File: config.mk
export PLATFORM = sky130hd
export DESIGN_NAME = sar_adc_sequencer
export DESIGN_NICKNAME = d
export VERILOG_FILES = /design/src/core/sar_adc_pkg.sv /design/src/core/adc_prescaler.sv /design/src/core/sar_adc_sequencer.sv
export SDC_FILE = /design/constraint.sdc
export NUM_CORES = 1
export LEC_CHECK = 0
export ABC_AREA = 1
export BUFFER_PORTS_ARGS = -buffer_cell sky130_fd_sc_hd__buf_2
export CAP_MARGIN = 20
export CORE_MARGIN = 1.5
export CORE_UTILIZATION = 30
export CTS_CLUSTER_DIAMETER = 150
export DETAILED_ROUTE_END_ITERATION = 6
export PLACE_DENSITY = 0.47
export REMOVE_ABC_BUFFERS = 1
export SKIP_LAST_GASP = 1
export SYNTH_ARGS = -nofsm -noshare
export SYNTH_HDL_FRONTEND = slang
export SYNTH_SLANG_ARGS = --single-unit
File: constraint.sdc
create_clock -name CORE_CLK_IN -period 3.9 [get_ports CORE_CLK_IN]
set_clock_uncertainty 0.2 [all_clocks]
set_input_delay 0.78 -clock CORE_CLK_IN [delete_from_list [all_inputs] [get_ports CORE_CLK_IN]]
set_output_delay 0.78 -clock CORE_CLK_IN [all_outputs]
set_load 0.02 [all_outputs]
File: src/core/sar_adc_pkg.sv
// shared constants and carriers for the successive approximation converter sequencer
package sar_adc_pkg;

	// result, channel and counter geometry
	localparam int RES_BITS      = 10;
	localparam int CHAN_BITS     = 3;
	localparam int NUM_CHANNELS  = 6;
	localparam int DIV_CNT_BITS  = 7;
	localparam int RISE_CNT_BITS = 5;

	// conversion timing, in converter clock rises counted from the start rise
	localparam logic [RISE_CNT_BITS-1:0] INIT_EXTRA_RISES = 5'h0C;
	localparam logic [RISE_CNT_BITS-1:0] SAMPLE_RISE      = 5'h01;
	localparam logic [RISE_CNT_BITS-1:0] FIRST_BIT_RISE   = 5'h03;
	localparam logic [RISE_CNT_BITS-1:0] RESULT_RISE      = 5'h0D;

	// reset values, first trial bit and high byte padding
	localparam logic [RES_BITS-1:0]  RESULT_RESET = 10'h000;
	localparam logic [CHAN_BITS-1:0] CHAN_RESET   = 3'h0;
	localparam logic [2:0]           DIV_RESET    = 3'h0;
	localparam logic [RES_BITS-1:0]  TRIAL_MSB    = 10'h200;
	localparam logic [5:0]           HIGH_PAD     = 6'h00;

	// divider codes at and below this value divide by two
	localparam logic [2:0] DIV_MIN_CODE = 3'h1;

	// control write, one field per control bit and one for the three-bit divider code, most significant first
	typedef struct packed {
		logic       enable;
		logic       start;
		logic       free_run;
		logic       flag_clear;
		logic       irq_enable;
		logic [2:0] div_sel;
	} ctrl_t;

	// control and status readback
	typedef struct packed {
		logic       enable;
		logic       busy;
		logic       free_run;
		logic       done;
		logic       irq_enable;
		logic [2:0] div_sel;
	} status_t;

	// sequencer states
	typedef enum logic [1:0] {
		ST_IDLE,
		ST_CONV,
		ST_TAIL
	} seq_state_t;

	// prescaler mask: divisor minus one for a divider code
	function automatic logic [DIV_CNT_BITS-1:0] div_mask(input logic [2:0] code);
		logic [DIV_CNT_BITS:0] full;
		full = '0;
		if (code <= DIV_MIN_CODE) begin
			full = 8'h02;
		end else begin
			full = 8'h01 << code;
		end
		div_mask = DIV_CNT_BITS'(full - 8'h01);
	endfunction

endpackage

File: src/core/adc_prescaler.sv
// enable-gated prescaler producing the converter clock and its edge ticks
`timescale 1ns/100ps
module adc_prescaler #(
	parameter int CNT_W = sar_adc_pkg::DIV_CNT_BITS
) (
	input  wire logic             clk,
	input  wire logic             rst,
	input  wire logic             enable_in,
	input  wire logic [2:0]       div_sel_in,
	output logic                  rise_tick_out,
	output logic                  fall_tick_out,
	output logic                  level_out
);
	import sar_adc_pkg::*;

	logic [CNT_W-1:0] cnt;
	logic [CNT_W-1:0] mask;
	logic [CNT_W-1:0] phase;

	// phase within the current converter period
	assign mask  = CNT_W'(div_mask(div_sel_in));
	assign phase = cnt & mask;

	// ticks mark the system cycle just before each converter clock edge
	assign rise_tick_out = enable_in && (phase == (mask >> 1));
	assign fall_tick_out = enable_in && (phase == mask);

	// counter runs while enabled, held at zero otherwise
	always_ff @(posedge clk or posedge rst) begin
		if (rst) begin
			cnt <= '0;
		end else if (!enable_in) begin
			cnt <= '0;
		end else begin
			cnt <= cnt + 1'b1;
		end
	end

	// divided clock level for the analog side
	always_ff @(posedge clk or posedge rst) begin
		if (rst) begin
			level_out <= 1'b0;
		end else if (!enable_in) begin
			level_out <= 1'b0;
		end else if (rise_tick_out) begin
			level_out <= 1'b1;
		end else if (fall_tick_out) begin
			level_out <= 1'b0;
		end
	end

endmodule

File: src/core/sar_adc_sequencer.sv
// sequencer for a ten-bit successive approximation converter
`timescale 1ns/100ps
module sar_adc_sequencer (
	input  wire logic                               CORE_CLK_IN,
	input  wire logic                               RESET_IN,
	input  wire logic                               CTRL_WR_IN,
	input  wire sar_adc_pkg::ctrl_t                 CTRL_WDATA_IN,
	input  wire logic                               CHAN_WR_IN,
	input  wire logic [sar_adc_pkg::CHAN_BITS-1:0]  CHAN_WDATA_IN,
	input  wire logic                               RES_LOW_RD_IN,
	input  wire logic                               RES_HIGH_RD_IN,
	input  wire logic                               GLOBAL_IRQ_EN_IN,
	input  wire logic                               IRQ_ACK_IN,
	input  wire logic                               COMP_IN,
	output sar_adc_pkg::status_t                    STATUS_OUT,
	output logic [sar_adc_pkg::CHAN_BITS-1:0]       CHAN_SEL_OUT,
	output logic [7:0]                              RESULT_LOW_OUT,
	output logic [7:0]                              RESULT_HIGH_OUT,
	output logic [sar_adc_pkg::CHAN_BITS-1:0]       MUX_SEL_OUT,
	output logic                                    SAMPLE_OUT,
	output logic [sar_adc_pkg::RES_BITS-1:0]        DAC_OUT,
	output logic                                    CONV_CLK_OUT,
	output logic                                    IRQ_OUT
);
	import sar_adc_pkg::*;

	// configuration and control state
	logic                     enable;
	logic                     free_run;
	logic                     irq_enable;
	logic [2:0]               div_sel;
	logic                     start_bit;
	logic                     done_flag;
	logic                     init_pending;
	logic [CHAN_BITS-1:0]     chan_reg;

	// conversion state
	seq_state_t               state;
	logic [RISE_CNT_BITS-1:0] rise_cnt;
	logic                     first_conv;
	logic [RES_BITS-1:0]      trial_bit;
	logic [RES_BITS-1:0]      dac;
	logic [RES_BITS-1:0]      result;
	logic                     locked;
	logic                     sample;
	logic [CHAN_BITS-1:0]     mux_sel;
	logic                     irq;

	// derived terms
	logic                     next_enable;
	logic                     next_irq_enable;
	logic                     next_done;
	logic                     rise_tick;
	logic                     fall_tick;
	logic                     conv_level;
	logic [RISE_CNT_BITS-1:0] offset;
	logic [RISE_CNT_BITS-1:0] last_rise;
	logic [RISE_CNT_BITS-1:0] sample_rise;
	logic [RISE_CNT_BITS-1:0] decide_from;
	logic                     in_conv;
	logic                     complete;
	logic                     launch;
	logic                     restart;
	logic                     start_write;
	logic                     flag_clear;
	logic [RES_BITS-1:0]      kept;

	// enable as it stands after this cycle's write
	assign next_enable     = CTRL_WR_IN ? CTRL_WDATA_IN.enable : enable;
	assign next_irq_enable = CTRL_WR_IN ? CTRL_WDATA_IN.irq_enable : irq_enable;

	// a start write counts only with the converter enabled, also when enabled together
	assign start_write = CTRL_WR_IN && CTRL_WDATA_IN.start && next_enable;
	assign flag_clear  = (CTRL_WR_IN && CTRL_WDATA_IN.flag_clear) || IRQ_ACK_IN;

	// converter clock from the enable-gated prescaler
	adc_prescaler #(
		.CNT_W         (DIV_CNT_BITS)
	) u_prescaler (
		.clk           (CORE_CLK_IN),
		.rst           (RESET_IN),
		.enable_in     (enable),
		.div_sel_in    (div_sel),
		.rise_tick_out (rise_tick),
		.fall_tick_out (fall_tick),
		.level_out     (conv_level)
	);

	// timing marks shift by the initialisation pass on the first conversion
	assign offset      = first_conv ? INIT_EXTRA_RISES : '0;
	assign sample_rise = offset + SAMPLE_RISE;
	assign decide_from = offset + FIRST_BIT_RISE - 5'h01;
	assign last_rise   = offset + RESULT_RISE - 5'h01;

	// conversion events on converter clock edges
	assign in_conv  = enable && (state == ST_CONV);
	assign complete = in_conv && rise_tick && (rise_cnt == last_rise);
	assign restart  = complete && free_run;

	// a new conversion starts from idle or after the single-shot tail
	always_comb begin
		launch = 1'b0;
		if (enable && rise_tick && start_bit) begin
			if (state == ST_IDLE) begin
				launch = 1'b1;
			end else if (state == ST_TAIL) begin
				launch = 1'b1;
			end
		end
	end

	// configuration bits written by software
	always_ff @(posedge CORE_CLK_IN or posedge RESET_IN) begin
		if (RESET_IN) begin
			enable     <= 1'b0;
			free_run   <= 1'b0;
			irq_enable <= 1'b0;
			div_sel    <= DIV_RESET;
		end else if (CTRL_WR_IN) begin
			enable     <= CTRL_WDATA_IN.enable;
			free_run   <= CTRL_WDATA_IN.free_run;
			irq_enable <= CTRL_WDATA_IN.irq_enable;
			div_sel    <= CTRL_WDATA_IN.div_sel;
		end
	end

	// start bit: set by a write of one, cleared when a single conversion ends
	always_ff @(posedge CORE_CLK_IN or posedge RESET_IN) begin
		if (RESET_IN) begin
			start_bit <= 1'b0;
		end else if (!next_enable) begin
			start_bit <= 1'b0;
		end else if (start_write) begin
			start_bit <= 1'b1;
		end else if (complete && !free_run) begin
			start_bit <= 1'b0;
		end
	end

	// initialisation pass owed after every enable
	always_ff @(posedge CORE_CLK_IN or posedge RESET_IN) begin
		if (RESET_IN) begin
			init_pending <= 1'b1;
		end else if (!enable) begin
			init_pending <= 1'b1;
		end else if (launch) begin
			init_pending <= 1'b0;
		end
	end

	// channel register, written at any time; only valid inputs accepted
	always_ff @(posedge CORE_CLK_IN or posedge RESET_IN) begin
		if (RESET_IN) begin
			chan_reg <= CHAN_RESET;
		end else if (CHAN_WR_IN && (CHAN_WDATA_IN < CHAN_BITS'(NUM_CHANNELS))) begin
			chan_reg <= CHAN_WDATA_IN;
		end
	end

	// applied channel changes only when a conversion begins
	always_ff @(posedge CORE_CLK_IN or posedge RESET_IN) begin
		if (RESET_IN) begin
			mux_sel <= CHAN_RESET;
		end else if (launch || restart) begin
			mux_sel <= chan_reg;
		end
	end

	// sequencer state and converter rise count
	always_ff @(posedge CORE_CLK_IN or posedge RESET_IN) begin
		if (RESET_IN) begin
			state      <= ST_IDLE;
			rise_cnt   <= '0;
			first_conv <= 1'b0;
		end else if (!enable) begin
			state      <= ST_IDLE;
			rise_cnt   <= '0;
			first_conv <= 1'b0;
		end else begin
			case (state)
				ST_IDLE: begin
					if (launch) begin
						state      <= ST_CONV;
						rise_cnt   <= '0;
						first_conv <= init_pending;
					end
				end
				ST_CONV: begin
					if (restart) begin
						rise_cnt   <= '0;
						first_conv <= 1'b0;
					end else if (complete) begin
						state      <= ST_TAIL;
					end else if (rise_tick) begin
						rise_cnt   <= rise_cnt + 5'h01;
					end
				end
				ST_TAIL: begin
					if (launch) begin
						state      <= ST_CONV;
						rise_cnt   <= '0;
						first_conv <= init_pending;
					end else if (rise_tick) begin
						state      <= ST_IDLE;
					end
				end
				default: begin
					state <= ST_IDLE;
				end
			endcase
		end
	end

	// sample-and-hold strobe on the falling edge half a cycle past the sample rise
	always_ff @(posedge CORE_CLK_IN or posedge RESET_IN) begin
		if (RESET_IN) begin
			sample <= 1'b0;
		end else begin
			sample <= in_conv && fall_tick && (rise_cnt == sample_rise);
		end
	end

	// trial bit kept or dropped on the comparator decision
	assign kept = COMP_IN ? dac : (dac & ~trial_bit);

	// successive approximation register, most significant bit first
	always_ff @(posedge CORE_CLK_IN or posedge RESET_IN) begin
		if (RESET_IN) begin
			dac       <= RESULT_RESET;
			trial_bit <= RESULT_RESET;
		end else if (!in_conv) begin
			trial_bit <= RESULT_RESET;
		end else if (fall_tick && (rise_cnt == sample_rise)) begin
			dac       <= TRIAL_MSB;
			trial_bit <= TRIAL_MSB;
		end else if (rise_tick && (trial_bit != '0) && (rise_cnt >= decide_from)) begin
			dac       <= kept | (trial_bit >> 1);
			trial_bit <= trial_bit >> 1;
		end
	end

	// result bytes updated on completion unless held by a partial read
	always_ff @(posedge CORE_CLK_IN or posedge RESET_IN) begin
		if (RESET_IN) begin
			result <= RESULT_RESET;
		end else if (complete && !locked && !RES_LOW_RD_IN) begin
			result <= dac;
		end
	end

	// low byte read locks, high byte read releases
	always_ff @(posedge CORE_CLK_IN or posedge RESET_IN) begin
		if (RESET_IN) begin
			locked <= 1'b0;
		end else if (RES_LOW_RD_IN) begin
			locked <= 1'b1;
		end else if (RES_HIGH_RD_IN) begin
			locked <= 1'b0;
		end
	end

	// done flag: completion wins over a clear in the same cycle
	always_comb begin
		next_done = done_flag;
		if (complete) begin
			next_done = 1'b1;
		end else if (flag_clear) begin
			next_done = 1'b0;
		end
	end

	always_ff @(posedge CORE_CLK_IN or posedge RESET_IN) begin
		if (RESET_IN) begin
			done_flag <= 1'b0;
		end else begin
			done_flag <= next_done;
		end
	end

	// interrupt request follows flag, local and global enables
	always_ff @(posedge CORE_CLK_IN or posedge RESET_IN) begin
		if (RESET_IN) begin
			irq <= 1'b0;
		end else begin
			irq <= next_done && next_irq_enable && GLOBAL_IRQ_EN_IN;
		end
	end

	// readback and analog-side outputs, all from flip-flops
	assign STATUS_OUT.enable     = enable;
	assign STATUS_OUT.busy       = start_bit;
	assign STATUS_OUT.free_run   = free_run;
	assign STATUS_OUT.done       = done_flag;
	assign STATUS_OUT.irq_enable = irq_enable;
	assign STATUS_OUT.div_sel    = div_sel;
	assign CHAN_SEL_OUT          = chan_reg;
	assign RESULT_LOW_OUT        = result[7:0];
	assign RESULT_HIGH_OUT       = {HIGH_PAD, result[RES_BITS-1:8]};
	assign MUX_SEL_OUT           = mux_sel;
	assign SAMPLE_OUT            = sample;
	assign DAC_OUT               = dac;
	assign CONV_CLK_OUT          = conv_level;
	assign IRQ_OUT               = irq;

endmodule

==> Yosys cells after proc, flatten, opt, wreduce, memory -nomap -nowiden <==
Index checks and enable logic that the tools add are counted.
{ "totals": {"regBits": 64, "inputBits": 20, "output_inout_bits": 43, "elab_cells": 134} }
{ "classes": {"add_sub_neg": 8, "order_cmp": 3, "eq_ne": 19, "shift": 1, "muxes": 43, "n_bitwise": 4, "n_reduce_logical": 36} }
{ "op_table": {"columns": ["cell", "n"], "rows": [
  ["$mux 10", 6],
  ["$mux 5", 5],
  ["$logic_and 1x1->1", 22],
  ["$mux 1", 20],
  ["$mux 7", 2],
  ["$mux 2", 6],
  ["$ne 3x3->1 const B", 4],
  ["$ne 4x4->1 const B", 3],
  ["$and 10x10->10", 1],
  ["$eq 5x5->1", 2],
  ["$not 10->10", 1],
  ["$or 10x9->10", 1],
  ["$pmux 5 s2", 1],
  ["$reduce_bool 10->1", 1],
  ["$sub 5x1->5 const B", 2],
  ["$ne 3x1->1 const B", 3],
  ["$reduce_and 4->1", 2],
  ["$add 7x1->7 const B", 1],
  ["$and 7x7->7", 1],
  ["$eq 7x6->1", 1],
  ["$eq 7x7->1", 1],
  ["$shl 1x3->7 const A", 1],
  ["$sub 7x1->7 const B", 1],
  ["$ne 3x2->1 const B", 2],
  ["20 further kinds", 24]
]} }

==> Logic depth before layout (Yosys ltp) <==
Gate-level depths: netlist of the first run.
{ "depth": {"word_depth": 12, "mapped_depth": 19, "ltp_nobuf": 17} }

==> Hierarchy <==
From an unflattened synthesis of the first run, not the netlist that was laid out.
{ "hier_totals": {"hier_cells": 423, "area_unflattened_um2": 3453.3} }
{ "by_module_without_submodules": {"columns": ["module", "instances", "cells_per_inst", "area_each_um2", "seq_area_each_um2"], "rows": [
  ["sar_adc_sequencer", 1, 318, 2797.7, 1402.6],
  ["adc_prescaler", 1, 105, 655.6, 200.2]
]} }

==> Worst setup path before layout of the first run <==
Ideal clock, no wire load.
{ "synth_path": {"kind": "reg2reg", "from": "reg div_sel[2]", "to": "reg result[8]", "setup_ps": 117, "arrival_ps": 2180, "required_time_ps": 3583, "path_slack_ps": 1403, "path_stages_with_launch": 18, "n_path_buf": 2, "synth_period_minus_slack_ps": 2497, "path_cell_list": "dfrtp_1 > buf_6 > inv_2 > nand2_2 > ha_1 > nand4_1 > nand2_1 > nand2_1 > nand2_1 > nor2_2 > nand4_2 > nor2_2 > nand2_1 > inv_2 > nand2_4 > buf_6 > nand2_1 > nand2_1"} }
{ "synth_via": {"elab_chain_cells": 10, "elab_cells_between_ends": 11, "cone_classes": "add/sub: 1; order compare: 1; eq/ne: 1; shift: 1; mux: 1; bitwise: 1; reduce/logical: 5"} }
{ "synth_lines": {"columns": ["element", "line", "text"], "rows": [
  ["start, declared", "sar_adc_sequencer.sv:31", "logic [2:0] div_sel;"],
  ["start signal, assigned", "sar_adc_sequencer.sv:123", "div_sel <= CTRL_WDATA_IN.div_sel;"],
  ["$le 3x1->1 or $shl 1x3->7 (tied branches)", "sar_adc_pkg.sv:58, sar_adc_pkg.sv:61", null],
  ["$mux 7 *", "sar_adc_pkg.sv:58", "if (code <= DIV_MIN_CODE) begin"],
  ["$sub 7x1->7 *", "sar_adc_pkg.sv:63", "div_mask = DIV_CNT_BITS'(full - 8'h01);"],
  ["$and 7x7->7", "adc_prescaler.sv:22", "assign phase = cnt & mask;"],
  ["$eq 7x6->1 *", "adc_prescaler.sv:25", "assign rise_tick_out = enable_in && (phase == (mask >> 1));"],
  ["$logic_and 1x1->1 *", "adc_prescaler.sv:25", null],
  ["$logic_and 1x1->1 * (2 in series)", "sar_adc_sequencer.sv:97", "assign complete = in_conv && rise_tick && (rise_cnt == last_rise);"],
  ["$logic_and 1x1->1 * (2 in series)", "sar_adc_sequencer.sv:246", "end else if (complete && !locked && !RES_LOW_RD_IN) begin"],
  ["end signal, assigned", "sar_adc_sequencer.sv:245", "result <= RESULT_RESET;"],
  ["end signal, assigned", "sar_adc_sequencer.sv:247", "result <= dac;"],
  ["end, declared", "sar_adc_sequencer.sv:43", "logic [RES_BITS-1:0] result;"]
]} }
Mark *: on every way between the ends. The rest lies on a longest branch, timed or not.
A chain may end at the register's enable or synchronous reset.

==> Worst setup path after layout of the first run <==
{ "layout_path": {"from": "reg div_sel[2]", "to": "reg trial_bit[0]"} }
{ "layout_via": {"elab_chain_cells": 9, "elab_cells_between_ends": 15, "cone_classes": "add/sub: 1; order compare: 1; eq/ne: 3; shift: 1; mux: 3; bitwise: 1; reduce/logical: 5"} }
{ "layout_lines": {"columns": ["element", "line", "text"], "rows": [
  ["$le 3x1->1 or $shl 1x3->7 (tied branches)", "sar_adc_pkg.sv:58, sar_adc_pkg.sv:61", null],
  ["$mux 7 *", "sar_adc_pkg.sv:58", null],
  ["$sub 7x1->7 *", "sar_adc_pkg.sv:63", null],
  ["$and 7x7->7", "adc_prescaler.sv:22", null],
  ["$eq 7x6->1 or $eq 7x7->1 (tied branches)", "adc_prescaler.sv:25, adc_prescaler.sv:26", null],
  ["$logic_and 1x1->1 (on tied branches)", "adc_prescaler.sv:25, adc_prescaler.sv:26", null],
  ["$logic_and 1x1->1 (on tied branches)", "sar_adc_sequencer.sv:236, sar_adc_sequencer.sv:233", null],
  ["$logic_and 1x1->1 or $mux 10 (tied branches)", "sar_adc_sequencer.sv:236, sar_adc_sequencer.sv:233", null],
  ["$ne 3x1->1 (no line) or $mux 10 (tied branches)", null, null],
  ["end signal, assigned", "sar_adc_sequencer.sv:238", "trial_bit <= trial_bit >> 1;"],
  ["end, declared", "sar_adc_sequencer.sv:41", "logic [RES_BITS-1:0] trial_bit;"]
]} }
Marks and branches as above.

==> metrics, run 1 <==
Hold Vio Cnt, Final=0; dpl cells=591; post_cts resized=0; worst slew pin tran=0.719 ns; P per Cell Area=429 mW/mm^2; CTS tree=done; status=finished clean; Avg WL per Cell=12.9 um; Synth Cell Area=0.00340 mm^2; Pleak=2.06 nW; num rows=38; post-synthesis cell type count=39; Seq/Total Area, Yosys=47.2%; Vias/cell=4.62; Worst Hold Class=flip-flop to flip-flop; IO buf count=56; fillcell total=1,132; drt pass-1 iters=4; worst endpoint required time=3.90 ns; power consumption=0.00173 W; post-route cell area=0.00403 mm^2; ANT cells=0; setup ws final=0.813 ns; FF+latch count, synth=64; Post-synth EDFFs=0; Die ar.=0.0120 mm^2; die span in y=109 um; HPWL after DPL=5700 um; H-tree level count=3; Slowest cell on crit path=dfrtp_1; antenna violations before repair=0; relative slew slack=52.0%; worst-path cell chain=inv_2 -> nand2_2 -> ha_1 -> nand4_1 -> nand2_1 -> o22ai_1 -> nor3b_1 -> nand2_1 -> nand3_1 -> o22ai_1; largest net degree at the start of global routing=34; Post-Syn Area per Cell=8.37 um^2; Syn. warnings=0; first-pass GRT wire length=13,000 um; Tot GR Track Use=14.1%; Worst-path clk slew=0.06 ns; clk sinks=64; Final ANT Viol Nets=0; RSZ-0062 raised after global routing=false; CP arrival=3.08 ns; fin crit period=3.09 ns; Total Neg Setup Slack=0 ns; Remaining DRCs=0; CP max FO=15; Fmax=324 MHz; GRT overflow=0; Slew Limit Fails=0; CP Launch Type=flip-flop; # setup viols final=0; fin cells=606; final net count=490; Peak VDD IR=0.163 mV; die width=109 um; DRC violation total after the first TritonRoute iteration=131; Num CTS Buffers=9; Via Count=2,801; Starting Density=31.1%; total core area=0.0109 mm^2; Post-Route WL=7810 um; area delta synth->final=18.7%; I/O pins=63; ys flop type=dfrtp_1; dpl ws=0.816 ns; commonest non-fill, non-tap cell in the layout=nand2_1; layout cells sized above 1=23.2%; Post-Synthesis Cells=406; Placed Area=0.00376 mm^2; commonest non-fill, non-tap cells in the layout=97 x nand2_1, 63 x dfrtp_1, 56 x buf_2, 51 x inv_1, 31 x nand3_1; kind of critical path=flip-flop to flip-flop; number of global-route vias before repair=2,678; Max-cap violations=0; final worst path period share=79.1%; post-CTS setup repair buffer count=0; ys async rst share=100%; crit end category=flip-flop; gpl congestion=0.836; clock root buffer=clkbuf_16; Worst-Skew Late Latency=0.33 ns; hold buffers post-CTS=0; Max Buffers Root-to-Sink=2; CP peak stage delay=0.55 ns
==> worst paths after layout <==
check / startpoint / end / slack (ns) / cells after the start
worst max-delay path: div_sel[2] / trial_bit[0] / 0.81 / 10
worst min-delay path: result[1] / result[1] / 0.27 / 2
worst max register to register: div_sel[2] / trial_bit[0] / 0.81 / 10
worst min register to register: result[1] / result[1] / 0.27 / 2
max in group asynchronous: RESET_IN / init_pending / 2.43 / 3
min in group asynchronous: RESET_IN / locked / 0.37 / 2
==> registers in the layout (all words and copies together), names as in the netlist, 2 cells and up <==
name / count
u_prescaler.cnt: 7
div_sel: 3
trial_bit: 10
rise_cnt: 5
DAC_OUT: 10
state: 2
MUX_SEL_OUT: 3
result: 10
CHAN_SEL_OUT: 3
==> worst max-delay path: cells and delay by family (launching register included) <==
kind / cells / cell delay, ns
DFF: 1 / 0.55
AOI/OAI and AO/OA: 2 / 0.21
adders and majority gates: 1 / 0.25
and+or+nand+nor: 6 / 1.64
buffers and inverters: 1 / 0.11
==> cell usage after synthesis, types with 2 or more instances <==
library cell / number / share of area (%)
o21ai_2: 11 / 2.8
nor3_1: 4 / 0.59
conb_1: 2 / 0.22
clkbuf_1: 4 / 0.44
nand2_4: 2 / 0.66
nand2_2: 4 / 0.74
nand2_1: 97 / 11
nand3_2: 3 / 0.88
nand4_2: 2 / 0.74
inv_2: 3 / 0.33
inv_1: 52 / 5.7
mux2_2: 2 / 0.66
o22ai_1: 11 / 2.0
o2111ai_1: 2 / 0.52
nor2_2: 2 / 0.37
nand3_1: 31 / 4.6
xor2_1: 4 / 1.0
o21ai_1: 6 / 0.88
o21ai_0: 29 / 4.3
ha_1: 8 / 2.9
nor2_1: 14 / 1.5
buf_6: 3 / 0.99
buf_4: 11 / 2.4
a21oi_1: 16 / 2.4
nand4_1: 7 / 1.3
dfrtp_1: 63 / 46
==> metal layers <==
layer  wire (um)  track usage, %
met5           0               0
met4         123            6.86
met3         356            3.79
met2        3570            21.3
met1        3760            18.6
==> per-stage QoR <==
stage | hold WS, ns | util, %
after floorplan | 0.288 | -
after global placement | 0.258 | 34.4
after detailed placement | 0.262 | 34.4
after CTS | 0.275 | 36.9
after global routing | 0.293 | 36.9
final | 0.272 | 36.9
==> cell type report <==
class / instances / area, um^2 / share of cell area (%)
clock inverters: 3 / 17.5 / 0.434
clock buffers: 12 / 256 / 6.36
repair buffers: 59 / 315 / 7.82
inverters: 56 / 215 / 5.33
well taps: 140 / 175 / 4.34
flip-flops and latches: 64 / 1600 / 39.7
multi-input cells: 272 / 1450 / 36.0
==> logic make-up after synthesis <==
kind of cell | count (synthesis) | share of synthesized area, %
simple gates | 171 | 23.2
flops | 64 | 47.2
buf+inv | 75 | 10.6
other cells | 2 | 0.221
compound gates | 79 | 13.8
fa+ha+maj | 8 | 2.95
mux | 2 | 0.663
xor+xnor | 5 | 1.29
==> power breakdown <==
group	switching, W	internal, W	leakage, nW
clock network	0.000286	0.000459	0.134
registers	0.0000344	0.000704	0.819
logic	0.000166	0.0000812	1.11
(Power assumes the default switching activity.)
==> run 2, diff against run 1 <==
--- a/config.mk
+++ b/config.mk
@@ -5,7 +5,7 @@
 export SDC_FILE = /design/constraint.sdc
 export NUM_CORES = 1
 export LEC_CHECK = 0
-export ABC_AREA = 1
+export ABC_AREA = 0
 export BUFFER_PORTS_ARGS = -buffer_cell sky130_fd_sc_hd__buf_2
 export CAP_MARGIN = 20
 export CORE_MARGIN = 1.5
==> constraint.sdc (replaced) <==
create_clock -name CORE_CLK_IN -period 3 [get_ports CORE_CLK_IN]
set_clock_uncertainty 0.2 [all_clocks]
set_input_delay 0.6 -clock CORE_CLK_IN [delete_from_list [all_inputs] [get_ports CORE_CLK_IN]]
set_output_delay 0.6 -clock CORE_CLK_IN [all_outputs]
set_load 0.02 [all_outputs]
==> run 2 against run 1 <==
Clock-buffer cell count shrank 3. Synthesized cell count decreased by 15%. Core utilization up 0.16 points. Largest cell class is now multi-input gates. Highest routed layer unchanged.
==> metrics, run 2 <==
status=finished clean; die span in y=111 um; ys async rst share=100%; final worst path period share=95.2%; reg2reg end=result[8]; post-CTS setup repair buffer count=0; Hold Vio Cnt, Final=0; Die ar.=0.0124 mm^2; H-tree level count=3; area share of the largest cell type after synthesis=44.8%; power consumption=0.00233 W; Max-cap violations=0; Starting Density=30.8%; die width=111 um; Syn. warnings=0; worst endpoint required time=3.01 ns; total core area=0.0114 mm^2; num rows=39; fillcell total=1,182; post_cts resized=0; Post-Synthesis Cells=344; Pleak=1.99 nW; Worst-Skew Late Latency=0.33 ns; worst-path cell chain=or2_2 -> ha_1 -> buf_4 -> and3b_1 -> nor3_1 -> a22o_1 -> or2_1 -> nand4_4 -> mux2_2; Post-synth EDFFs=0; ANT cells=0; most common cell in the netlist=dfrtp_1; P per Cell Area=551 mW/mm^2; Num CTS Buffers=9; Synth area leader=dfrtp_1; antenna violations before repair=0; clock root buffer=clkbuf_16; Tot GR Track Use=14.7%; clk sinks=64; Max Buffers Root-to-Sink=2; fin crit period=2.85 ns; Via Count=2,764; first-pass GRT wire length=14,400 um; Area contributors post-synth=dfrtp_1 45%, mux2_2 6.7%, nand3_1 3.0%, ha_1 2.8%, nor2b_1 2.8%; GRT overflow=0; gpl congestion=0.798; reg2reg path depth=9; post-synthesis cell type count=57; I/O pins=63; final net count=430; Buf/Inv on CP=1; Final ANT Viol Nets=0; FF+latch count, synth=64; CP peak stage delay=0.37 ns; RSZ-0062 raised after global routing=true; HPWL after DPL=5900 um; Critical R2R Launch=div_sel[1]; Worst-path clk slew=0.06 ns; CP max FO=10; number of global-route vias before repair=2,781; kind of critical path=flip-flop to flip-flop; relative slew slack=54.9%; Slew Limit Fails=0; worst slew pin tran=0.675 ns; CTS tree=done; Remaining DRCs=0; Slowest cell on crit path=dfrtp_1; crit end category=flip-flop; # setup viols final=0; Post-Syn Area per Cell=10.2 um^2; Avg WL per Cell=15.3 um; DRC violation total after the first TritonRoute iteration=135; Peak VDD IR=0.201 mV; CP Launch Type=flip-flop; Vias/cell=5.03; kind of cell adding the most delay to the critical path=simple AND/OR/NAND/NOR gates; commonest non-fill, non-tap cell in the layout=dfrtp_1; IO buf count=56; synth cell count leaders=63 x dfrtp_1, 22 x nand2_1, 21 x mux2_2, 21 x nand3_1; r2r setup slk=0.15 ns; Synth Cell Area=0.00352 mm^2; Worst Hold Class=input port to asynchronous set/reset pin; ys flop type=dfrtp_1; largest net degree at the start of global routing=36; CP arrival=2.86 ns; Post-Route WL=8430 um; Seq/Total Area, Yosys=45.5%; area delta synth->final=20.1%; layout cells sized above 1=28.7%; Fmax=350 MHz; fin util=37.0%; commonest non-fill, non-tap cells in the layout=63 x dfrtp_1, 56 x buf_2, 22 x nand2_1, 21 x mux2_2, 21 x nand3_1; hold buffers post-CTS=0; drt pass-1 iters=4
-- run 2: kinds of logic (layout without fill, tap and decap cells) --
kind of cell / count (synthesis) / after routing / share of synthesized area (%)
flops: 64 / 64 / 45.5
compound gates: 65 / 65 / 13.7
xor+xnor: 7 / 7 / 1.74
mux: 25 / 25 / 7.85
fa+ha+maj: 8 / 8 / 2.84
other cells: 2 / 7 / 0.213
buf+inv: 41 / 99 / 6.71
simple gates: 132 / 132 / 21.5
-- run 2: worst max path at each step --
stage / cells after the start / from / slack [ns] / end
2_1_floorplan: 8 / div_sel[1] / -0.13 / DAC_OUT[9]
3_3_place_gp: 9 / div_sel[1] / 0.14 / result[1]
3_5_place_dp: 9 / div_sel[1] / 0.06 / result[8]
4_1_cts: 9 / div_sel[1] / 0.02 / result[8]
5_1_grt: 10 / div_sel[2] / -0.009 / result[8]
6_report: 9 / div_sel[1] / 0.15 / result[8]
-- run 2: cell type report --
class | count | area [um^2] | area share [%]
multi-input cells | 244 | 1700 | 40.2
flip-flops and latches | 64 | 1600 | 37.9
repair buffers | 71 | 405 | 9.58
clock buffers | 9 | 225 | 5.32
well taps | 143 | 179 | 4.23
clock inverters | 7 | 71.3 | 1.69
inverters | 12 | 45.0 | 1.06
-- run 2: where the power goes --
part / internal (W) / switching, W
clock: 0.000643 / 0.000412
sequential: 0.000904 / 0.0000457
combinational: 0.000133 / 0.000194
total: 0.00168 / 0.000652
-- run 2: per-layer routing --
layer | track usage (%) | up-vias | routed length [um]
met5 | 0 | - | 0
met4 | 6.33 | 0 | 165
met3 | 2.78 | 13 | 344
met2 | 22.6 | 69 | 3880
met1 | 20.3 | 1331 | 4040
li1 | - | 1351 | -
-- run 2: metrics by stage --
step	hold slack, ns	setup WS [ns]	TNS (ns)	std cells	cell area [um^2]
finish	0.169	0.145	0	550	4230
global route	0.224	-0.00856	-0.0190	550	4230
CTS	0.195	0.0204	0	550	4230
detailed placement	0.252	0.0593	0	534	3930
global placement	0.253	0.141	0	534	3930
floorplan	0.240	-0.129	-1.83	320	3350
==> run 3, diff against run 2 <==
--- a/config.mk
+++ b/config.mk
@@ -7,14 +7,15 @@
 export LEC_CHECK = 0
 export ABC_AREA = 0
 export BUFFER_PORTS_ARGS = -buffer_cell sky130_fd_sc_hd__buf_2
-export CAP_MARGIN = 20
+export CAP_MARGIN = 0
 export CORE_MARGIN = 1.5
 export CORE_UTILIZATION = 30
 export CTS_CLUSTER_DIAMETER = 150
 export DETAILED_ROUTE_END_ITERATION = 6
-export PLACE_DENSITY = 0.47
+export PLACE_DENSITY = 0.44
 export REMOVE_ABC_BUFFERS = 1
 export SKIP_LAST_GASP = 1
 export SYNTH_ARGS = -nofsm -noshare
 export SYNTH_HDL_FRONTEND = slang
 export SYNTH_SLANG_ARGS = --single-unit
+export TNS_END_PERCENT = 20
==> run 3 against run 2 <==
Total power is essentially flat. First-iteration DRC count is 23% lower. Non-clock buffer count unchanged. Critical path depth down 1. Global-route usage is 0.56 points higher. Maximum frequency grew 0.55%. Combinational power is 2% higher. Cell count increased by 0.18%. Sequential share of layout area fell by 0.13 points. Worst hold slack lost 0.039 ns. Core utilization grew 0.13 points. Wire length grew 2.3%. Critical path type unchanged. Critical endpoint is now DAC_OUT[0].
==> metrics, run 3 (same netlist as run 2, synthesis figures left out) <==
final net count=431; number of global-route vias before repair=2,770; P per Cell Area=549 mW/mm^2; clock root buffer=clkbuf_16; met1 Resource Use GR=20.9%; Worst Hold Class=input port to asynchronous set/reset pin; Fmax=352 MHz; worst endpoint required time=3.03 ns; hold buffers post-CTS=0; die width=111 um; CP arrival=2.87 ns; fin crit period=2.84 ns; RSZ-0062 raised after global routing=true; reg2reg end=DAC_OUT[0]; Critical R2R Launch=div_sel[1]; Worst-Skew Late Latency=0.34 ns; total core area=0.0114 mm^2; final worst path period share=94.6%; CP max FO=11; Worst-path clk slew=0.05 ns; HPWL after DPL=5910 um; status=finished clean; Peak VDD IR=0.247 mV; Vias/cell=4.92; power consumption=0.00233 W; Tot GR Track Use=15.2%; clk sinks=64; gpl congestion=0.758; Max Buffers Root-to-Sink=2; kind of critical path=flip-flop to flip-flop; IO buf count=56; Die ar.=0.0124 mm^2; Total Neg Setup Slack=0 ns; antenna violations before repair=0; layout cells sized above 1=28.7%; area delta synth->final=20.5%; Via Count=2,710; commonest non-fill, non-tap cells in the layout=63 x dfrtp_1, 56 x buf_2, 22 x nand2_1, 21 x mux2_2, 21 x nand3_1; H-tree level count=3; worst slew pin tran=0.649 ns; crit end category=flip-flop; CTS tree=done; Max-cap violations=0; dpl cells=534; GRT overflow=0; fin cells=551; Starting Density=30.8%; relative slew slack=56.4%; num rows=39; Avg WL per Cell=15.7 um; ANT cells=0; Post-Route WL=8630 um; r2r setup slk=0.16 ns; # setup viols final=0; Final ANT Viol Nets=0; Hold Vio Cnt, Final=0; Slew Limit Fails=0; Pleak=2.01 nW; I/O pins=63; die span in y=111 um; commonest non-fill, non-tap cell in the layout=dfrtp_1; drt pass-1 iters=4; CP Launch Type=flip-flop; Num CTS Buffers=9; post-CTS setup repair buffer count=0; first-pass GRT wire length=14,700 um; post_cts resized=0; largest net degree at the start of global routing=65; grt met3 use=3.16%; Remaining DRCs=0; critical path startpoint=div_sel[1]; GRT Max-Usage Layer=met2; reg2reg path depth=8; DRC violation total after the first TritonRoute iteration=104; met2 Usage GRT=22.7%
[run 3: worst max-delay path by stage]
stage / depth (start not counted) / slack [ns] / to
2_1_floorplan: 8 / -0.13 / DAC_OUT[9]
3_3_place_gp: 8 / 0.16 / DAC_OUT[4]
3_5_place_dp: 8 / 0.10 / result[6]
4_1_cts: 8 / 0.08 / result[6]
5_1_grt: 8 / -0.03 / DAC_OUT[0]
6_report: 8 / 0.16 / DAC_OUT[0]
[run 3: layer usage]
layer  vias to the layer above  part of all wire [%]
met2                        72                    44
met4                         0                   2.3
li1                       1350                     -
met3                        14                   3.8
met5                         -                     0
met1                      1274                    50
[run 3: power breakdown]
group	total (W)	internal, W	switching (W)	leakage (nW)
clock	0.00105	0.000663	0.000388	0.145
sequential	0.000948	0.000905	0.0000431	0.862
combinational	0.000334	0.000134	0.000200	1.00
[run 3: area by class of cell]
cell class / instances / area (um^2)
tap: 143 / 179
fill: 1169 / 7170
multi-input combinational: 245 / 1710
sequential: 64 / 1600
inverter: 12 / 45.0
clock inverter: 5 / 56.3
clock buffer: 11 / 243
timing repair buffer: 71 / 405
[run 3: worst max-delay path: stages, from the launching register on]
cell,delay (ns)
dfrtp_1,0.37
or2_2,0.30
ha_1,0.32
o211ai_1,0.15
a31oi_1,0.20
o311ai_1,0.17
or4_4,0.64
and2_0,0.20
a22o_1,0.18
[run 3: through the flow]
step | hold slack (ns) | util, % | setup slack, ns | cell area [um^2]
after floorplan | 0.240 | - | -0.129 | 3350
after global placement | 0.256 | 34.5 | 0.161 | 3930
after detailed placement | 0.265 | 34.5 | 0.104 | 3930
after CTS | 0.141 | 37.1 | 0.0828 | 4230
after global routing | 0.160 | 37.2 | -0.0303 | 4250
final | 0.129 | 37.2 | 0.161 | 4250
